`src/lvd_pkg.sv`:
```
// Purpose: constants and types for the low-voltage detector control block
// Assumes: 8-bit processor data path, 16-bit byte addresses
// Notes: bit positions and reset values are shared by design and checks
package lvd_pkg;
    localparam logic [15:0] CTRL_ADDR = 16'hFFBE;
    localparam logic [15:0] THRESH_ADDR = 16'hFFBF;
    localparam logic [15:0] PORT12_ADDR = 16'hFF2C;
    localparam int ON_BIT = 7;
    localparam int SRC_BIT = 2;
    localparam int ACT_BIT = 1;
    localparam int FLAG_BIT = 0;
    localparam logic [7:0] CTRL_RESET = 8'h00;
    localparam logic [3:0] THRESH_RESET = 4'h0;
    localparam logic [7:0] PORT12_RESET = 8'hFF;
    localparam int PORT12_PINS = 5;

    // software-held control bits of the detector control register
    typedef struct packed {
        logic detectorOn;
        logic sourceSelect;
        logic actionSelect;
    } lvd_ctrl_type;

    // one processor write, byte or single bit
    typedef struct packed {
        logic byteWr;
        logic bitWr;
        logic [15:0] addr;
        logic [2:0] bitSel;
        logic bitVal;
        logic [7:0] data;
    } lvd_wr_type;
endpackage

```
`src/lvd_control.sv`:
```
// Purpose: register and control logic of the low-voltage detector
// Assumes: analog comparators outside, outputs asynchronous to clk
// Notes: rstFromMonitor qualifies rst when the monitor caused the reset
//
// Summary of operation
// - any reset except a monitor reset clears detector control register
// - detector_on bit seven enables detection
// - source_select bit two picks external pin
// - action_select bit one: irq or reset
// - read-only flag shows selected voltage below
// - monitor reset keeps three control bits
// - irq follows flag when on, action zero
// - both registers take bit and byte writes
// - any reset clears threshold select register
// - four-bit code picks sixteen descending thresholds
// - external pin uses fixed reference threshold
// - any reset sets port 12 direction ones
// - direction bit zero drives, one inputs
// - monitor reset sets low-voltage cause bit
`timescale 1ns/10ps
module lvd_control
    import lvd_pkg::*;
#(
    parameter int PINS = PORT12_PINS
) (
    input wire logic clk, // system clock, 20 MHz
    input wire logic rst, // synchronous reset, any source
    input wire logic rstFromMonitor, // this reset was raised by the monitor
    input wire lvd_wr_type wrReq, // processor write request
    input wire logic rdEn, // processor read strobe
    input wire logic [15:0] rdAddr, // processor read address
    output logic [7:0] rdData, // read data, one cycle after rdEn
    input wire logic supplyBelow, // supply comparator, async
    input wire logic externalBelow, // sense pin comparator, async
    output logic comparatorOn, // powers the comparator
    output logic sourceSelect, // 1 = external_sense_pin
    output logic [3:0] thresholdCode, // supply threshold, 0 highest
    output logic lowVoltageIrq, // low_voltage_irq request level
    output logic monitorResetReq, // internal reset request level
    output logic lowvoltResetCause, // low-voltage reset cause bit
    output logic [PINS-1:0] port12OeN // output buffer enable, low drives
);
    // refuse pin counts that the direction register cannot serve
    if (PINS < 1 || PINS > 8) begin : g_pins_bad
        $error("PINS must lie between 1 and 8");
    end

    lvd_ctrl_type ctrl_r, ctrl_nxt;
    logic [3:0] thresh_r, thresh_nxt;
    logic [7:0] port12_r, port12_nxt;
    logic flag_r, flag_nxt;
    logic cause_r, cause_nxt;
    logic supMeta_r, supSync_r, extMeta_r, extSync_r;
    logic [7:0] rd_r, rd_nxt;

    // merge a byte or single-bit write into a register image
    function automatic logic [7:0] merge(input logic [7:0] old,
                                         input lvd_wr_type w);
        logic [7:0] res;
        res = old;
        if (w.byteWr) begin
            res = w.data;
        end else if (w.bitWr) begin
            res[w.bitSel] = w.bitVal;
        end
        return res;
    endfunction

    // control register as software sees it
    function automatic logic [7:0] ctrlImage(input lvd_ctrl_type c,
                                             input logic f);
        logic [7:0] img;
        img = 8'h00;
        img[ON_BIT] = c.detectorOn;
        img[SRC_BIT] = c.sourceSelect;
        img[ACT_BIT] = c.actionSelect;
        img[FLAG_BIT] = f;
        return img;
    endfunction

    logic ctrlHit, threshHit, portHit;
    logic [7:0] ctrlNew;
    logic [7:0] threshNew;
    assign ctrlHit = (wrReq.byteWr | wrReq.bitWr) & wrReq.addr == CTRL_ADDR;
    assign threshHit = (wrReq.byteWr | wrReq.bitWr)
                       & wrReq.addr == THRESH_ADDR;
    assign portHit = (wrReq.byteWr | wrReq.bitWr) & wrReq.addr == PORT12_ADDR;
    assign ctrlNew = merge(ctrlImage(ctrl_r, flag_r), wrReq);
    assign threshNew = merge({4'h0, thresh_r}, wrReq);

    // two-stage synchronisers for the comparator outputs
    always_ff @(posedge clk) begin
        supMeta_r <= supplyBelow;
        supSync_r <= supMeta_r;
        extMeta_r <= externalBelow;
        extSync_r <= extMeta_r;
    end

    // next values of registers, flag and cause bit
    always_comb begin
        ctrl_nxt = ctrl_r;
        thresh_nxt = thresh_r;
        port12_nxt = port12_r;
        cause_nxt = cause_r | monitorResetReq;
        flag_nxt = ctrl_r.detectorOn
                   & (ctrl_r.sourceSelect ? extSync_r
                                          : supSync_r);
        if (ctrlHit) begin
            ctrl_nxt.detectorOn = ctrlNew[ON_BIT];
            ctrl_nxt.sourceSelect = ctrlNew[SRC_BIT];
            ctrl_nxt.actionSelect = ctrlNew[ACT_BIT];
        end
        if (threshHit) begin
            // upper four bits are never stored and read back as zero
            thresh_nxt = threshNew[3:0];
        end
        if (portHit) begin
            port12_nxt = merge(port12_r, wrReq);
        end
        if (rst) begin
            thresh_nxt = THRESH_RESET;
            port12_nxt = PORT12_RESET;
            flag_nxt = CTRL_RESET[FLAG_BIT];
            if (!rstFromMonitor) begin
                ctrl_nxt = '0;
                cause_nxt = 1'b0;
            end else begin
                ctrl_nxt = ctrl_r; // reset wins over a write
                cause_nxt = 1'b1;
            end
        end
    end

    // register stage, no logic here
    always_ff @(posedge clk) begin
        ctrl_r <= ctrl_nxt;
        thresh_r <= thresh_nxt;
        port12_r <= port12_nxt;
        flag_r <= flag_nxt;
        cause_r <= cause_nxt;
    end

    // read path, registered one cycle after the strobe
    always_comb begin
        rd_nxt = rd_r;
        if (rdEn) begin
            case (rdAddr)
                CTRL_ADDR: rd_nxt = ctrlImage(ctrl_r, flag_r);
                THRESH_ADDR: rd_nxt = {4'h0, thresh_r};
                PORT12_ADDR: rd_nxt = port12_r;
                default: rd_nxt = 8'h00;
            endcase
        end
        if (rst) begin
            rd_nxt = 8'h00;
        end
    end

    always_ff @(posedge clk) begin
        rd_r <= rd_nxt;
    end

    // outputs toward comparator, interrupt, reset and pins
    assign rdData = rd_r;
    assign comparatorOn = ctrl_r.detectorOn;
    assign sourceSelect = ctrl_r.sourceSelect;
    assign thresholdCode = thresh_r;
    assign lowVoltageIrq = ctrl_r.detectorOn & ~ctrl_r.actionSelect
                           & flag_r;
    assign monitorResetReq = ctrl_r.detectorOn & ctrl_r.actionSelect
                             & flag_r & ~rst;
    assign lowvoltResetCause = cause_r;
    assign port12OeN = port12_r[PINS-1:0];

    // checks
    // irq must track the selected synchronised comparator one edge later
    irq_follows_flag_a: assert property (
        @(posedge clk) disable iff (rst)
        (ctrl_r.detectorOn && !ctrl_r.actionSelect
         && $past(ctrl_r.detectorOn) && !$past(rst))
        |-> lowVoltageIrq
            == $past(ctrl_r.sourceSelect ? extSync_r : supSync_r))
        else $error("irq does not follow flag");
    flag_off_a: assert property (@(posedge clk) disable iff (rst)
        !ctrl_r.detectorOn |=> !flag_r)
        else $error("flag set while detection off");
    sync_path_a: assert property (@(posedge clk) disable iff (rst)
        (ctrl_r.detectorOn && !ctrl_r.sourceSelect && !ctrlHit)
        |=> flag_r == $past(supSync_r))
        else $error("flag not from synchronised supply");
    ext_path_a: assert property (@(posedge clk) disable iff (rst)
        (ctrl_r.detectorOn && ctrl_r.sourceSelect && !ctrlHit)
        |=> flag_r == $past(extSync_r))
        else $error("flag not from external comparator");
    ctrl_reset_a: assert property (@(posedge clk)
        (rst && !rstFromMonitor) |=> ctrl_r == '0 && !flag_r)
        else $error("control not cleared by reset");
    keep_bits_a: assert property (@(posedge clk)
        (rst && rstFromMonitor) |=> $stable(ctrl_r) && lowvoltResetCause)
        else $error("monitor reset lost control bits");
    port_reset_a: assert property (@(posedge clk)
        rst |=> port12_r == PORT12_RESET && thresh_r == THRESH_RESET)
        else $error("port or threshold reset value wrong");
    reset_req_a: assert property (@(posedge clk) disable iff (rst)
        monitorResetReq |-> ctrl_r.actionSelect && !lowVoltageIrq)
        else $error("reset and irq asserted together");
    bit_write_a: assert property (@(posedge clk) disable iff (rst)
        (wrReq.bitWr && !wrReq.byteWr && wrReq.addr == THRESH_ADDR
         && wrReq.bitSel < 3'd4)
        |=> thresh_r[$past(wrReq.bitSel[1:0])] == $past(wrReq.bitVal))
        else $error("bit write to threshold lost");
    cause_set_a: assert property (@(posedge clk) disable iff (rst)
        monitorResetReq |=> lowvoltResetCause)
        else $error("cause bit not set");
    ctrl_write_a: assert property (@(posedge clk) disable iff (rst)
        (wrReq.byteWr && wrReq.addr == CTRL_ADDR)
        |=> ctrl_r.detectorOn == $past(wrReq.data[ON_BIT]))
        else $error("byte write to control lost");
endmodule

```
`config.mk`:
```
export PLATFORM = sky130hd
export DESIGN_NAME = lvd_control
export DESIGN_NICKNAME = d
export VERILOG_FILES = /design/src/lvd_pkg.sv /design/src/lvd_control.sv
export SDC_FILE = /design/constraint.sdc
export NUM_CORES = 1
export LEC_CHECK = 0
export BUFFER_PORTS_ARGS = -buffer_cell sky130_fd_sc_hd__clkbuf_2
export CAP_MARGIN = 20
export CORE_MARGIN = 1.5
export CORE_UTILIZATION = 50
export CTS_CLUSTER_SIZE = 12
export DETAILED_ROUTE_END_ITERATION = 12
export PLACE_DENSITY_LB_ADDON = 0.15
export SLEW_MARGIN = 40
export SYNTH_ARGS = -nofsm -noshare
export SYNTH_HDL_FRONTEND = slang
export SYNTH_SLANG_ARGS = --single-unit
export TNS_END_PERCENT = 5
```
`constraint.sdc`:
```
create_clock -name clk -period 3.1 [get_ports clk]
set_clock_uncertainty 0.1 [all_clocks]
set_input_delay 0.155 -clock clk [delete_from_list [all_inputs] [get_ports clk]]
set_output_delay 0.155 -clock clk [all_outputs]
set_load 0.005 [all_outputs]
```
==> impl_results.md <==
* Status: finished, final reports clean
* Crit path cell chain: clkbuf_2, nor2_1, or4_1, o41ai_2
* Vias per Instance at 5.68
* Logic pwr share at 12.8%
* Crit-path max cell delay at 780 ps
* Ys Warns at 0
* Static Leakage at 0.902 nW
* Ant. Diodes at 0
* Synth area leader: dfxtp_1
* Hold Crit Depth at 3
* Post-synthesis cell count at 191
* Internal Power at 0.604 mW
* Hold Vio Cnt, Final at 0
* Maximum clock insertion buffer count at 2
* TritonCTS Buffers at 5
* CTS root buf: clkbuf_4
* CP max FO at 17
* Tmin final at 1920 ps
* Asr flop ratio synth at 0%
* Post-DP HPWL at 3.08 mm
* Layout Nets at 310
* Post-Place Cells at 293
* Most common cell after layout, fill and taps aside: clkbuf_2
* Worst path bufs/invs at 1
* CP required at 3000 ps
* Top FF cell, synth: dfxtp_1
* Worst EP arrival at 1830 ps
* Slowest cell on crit path: or4_1
* Fraction of power spent switching nets at 26.1%
* # setup viols final at 0
* Sequential element share of the synthesized area at 37.4%
* IO Port Bufs at 73
* Dpl cell area at 1970 sq um
* Slew Limit Fails at 0
* Sw power at 0.213 mW
* Clock share of power at 39.6%
* Share of post-route cells with drive strength above 1 at 34.7%
* Vias in the first global route at 1,462
* # Post-CTS Setup Buffers at 0
* Final Core Density at 67.6%
* Overflow after GRT at 0
* R2r setup slk at 1860 ps
* Crit end category: flip-flop
* Worst hold path class: input port to flip-flop
* Max-slew headroom at 60.5%
* Synth top area cells: dfxtp_1 (32%), edfxtp_1 (5.5%), a21oi_1 (4.6%)
* Worst setup SP type: input port
* Worst slew pin tran at 587 ps
* Core area at 3080 sq um
* Final wirelength at 4.09 mm
* Fmax at 0.520 GHz
* Design Power at 0.817 mW
* GR Util All Layers at 24.2%
* P&R area growth vs syn at 27.3%
* Ports at 74
* Die width at 60.2 microns
* VDD IR-drop max at 0.264 mV
* Htree depth at 2
* Flop pwr share at 47.6%
* Chip height at 60.2 microns
* Hold Path End: port12_r[7]$_SDFFE_PP1P_
* Initial drt markers at 96
* Max-Cap Viols at 0
* Pwr per Cell Area at 393 nW/um^2
* Post-route cell area at 2080 sq um
* Worst hold start: wrReq[7]
* Net Count, Synth at 243
* Area share of the largest cell type after synthesis at 31.9%
* Routability cong. at 0.810
* Cell area after synthesis at 1630 sq um
* Finished Layout Cells at 303
* Clock slew at reported path FFs at 110 ps
* Initial Util at 53.1%
* Crit path kind: input port to flip-flop
* RSZ-0062 raised after global routing: false
* Antenna violation net count after detailed routing at 0
* # rows at 20
* Via count at 1,721
* First-pass GRT wire length at 6.53 mm
* TritonRoute pass-1 iters at 4
* Mapped Avg Cell Area at 8.56 sq um
* Commonest non-fill, non-tap cells in the layout: clkbuf_2 (73), dfxtp_1 (26), nand2_1 (17)
* Die area at 3620 sq um
* DR WL/cell at 13.5 microns
* Final Cycle Share at 62.0%
* R2R cell count at 3
* Clock Latency Late Sink at 340 ps
* CTS tree: built
* TritonCTS Sinks at 29
* Post-synth EDFFs at 3
* CP top delay family: simple AND/OR/NAND/NOR gates
* Synth unique cells at 41
* FF-to-FF End: sourceSelect$_SDFFCE_PP0P_
* Number of synthesized register bits at 29
* Worst r2r src: sourceSelect$_SDFFCE_PP0P_
* Filler Cells Inserted at 283
* Initial antenna violation count at 0
* Residual DRC at 0
* Sum Neg Setup Slack at 0 ps
* Pin count of the biggest net entering global routing at 18
logic make-up after synthesis:
logic type	count (synthesis)	synth area share [%]
AND/OR/NAND/NOR	77	28.0
buffers and inverters	22	6.97
flip-flops	29	37.4
AO/OA/AOI/OAI	58	24.6
multiplexers	5	3.06
worst max-delay path by stage:
stage	slack [ps]	from	endpoint	cells after the start
floorplan	1190	wrReq[18]	comparatorOn$_SDFFCE_PP0P_	5
global placement	860	wrReq[29]	comparatorOn$_SDFFCE_PP0P_	4
CTS	1200	wrReq[29]	sourceSelect$_SDFFCE_PP0P_	4
detailed placement	840	wrReq[29]	sourceSelect$_SDFFCE_PP0P_	4
finish	1180	wrReq[29]	sourceSelect$_SDFFCE_PP0P_	4
global route	1090	wrReq[29]	sourceSelect$_SDFFCE_PP0P_	4
cell type report:
class / count / area, sq um / area share [%]
clock inverters: 3 / 45.0 / 2.17
repair buffers: 76 / 393 / 18.9
inverters: 6 / 22.5 / 1.08
clock buffers: 5 / 37.5 / 1.81
well taps: 44 / 55.1 / 2.65
multi-input cells: 140 / 916 / 44.0
flip-flops and latches: 29 / 611 / 29.4
tightest hold or removal path: cells and delay by family:
kind                   cells  cell delay [ps]
muxes                      1              120
buffers and inverters      1              100
AOI/OAI and AO/OA          1               70
sequential cells by signal, indices dropped and copies added, names as in the netlist:
signal	count
rdData	8
thresholdCode	4
extMeta_r	1
supSync_r	1
comparatorOn	1
supMeta_r	1
extSync_r	1
lowvoltResetCause	1
flag_r	1
sourceSelect	1
port12_r	8
ctrl_r	1
synth_stat cells, types with 2 or more instances:
master	count
edfxtp_1	3
o21ai_0	9
clkbuf_1	8
a22oi_1	3
nor4_1	6
nor4_2	2
nand3b_1	3
a32oi_1	3
o311ai_0	3
dfxtp_1	26
a21boi_0	2
mux2i_1	5
nor2b_1	2
nand2b_1	7
and2_1	6
or3b_2	3
buf_4	6
nand3_1	7
a311o_1	2
nor2_1	9
inv_1	6
o21ai_1	4
o41ai_1	7
a211oi_1	2
a22o_1	2
nand4_1	7
a21oi_1	15
or4_1	3
o31ai_1	2
nand2_1	17
through the flow:
step | hold slack (ps) | setup slack [ps]
finish | 43.2 | 1180
global route | 61.0 | 1090
CTS | 35.9 | 1200
detailed placement | 159 | 839
global placement | 157 | 864
floorplan | 82.7 | 1190
power groups by stage:
stage	Clock, mW	Sequential (mW)	Combinational (mW)
2_1_floorplan	0	0.397	0.0536
3_3_place_gp	0	0.398	0.100
3_5_place_dp	0	0.398	0.101
4_1_cts	0.326	0.389	0.104
5_1_grt	0.345	0.390	0.117
6_report	0.323	0.389	0.105
per-layer routing:
layer	share of wire [%]	vias up	global-route usage, %
met2	47	54	38.0
met1	45	795	32.0
li1	-	864	-
met5	0	-	0
met4	1.4	0	8.25
met3	6.2	8	6.49
what timing repair did:
| item | in CTS | in global routing |
|---|---|---|
| endpoints found under the hold margin | 2 | 0 |
| hold buffers | 2 | 0 |
| resized for setup | 0 | 0 |
Power figures use the tool's default switching activity.
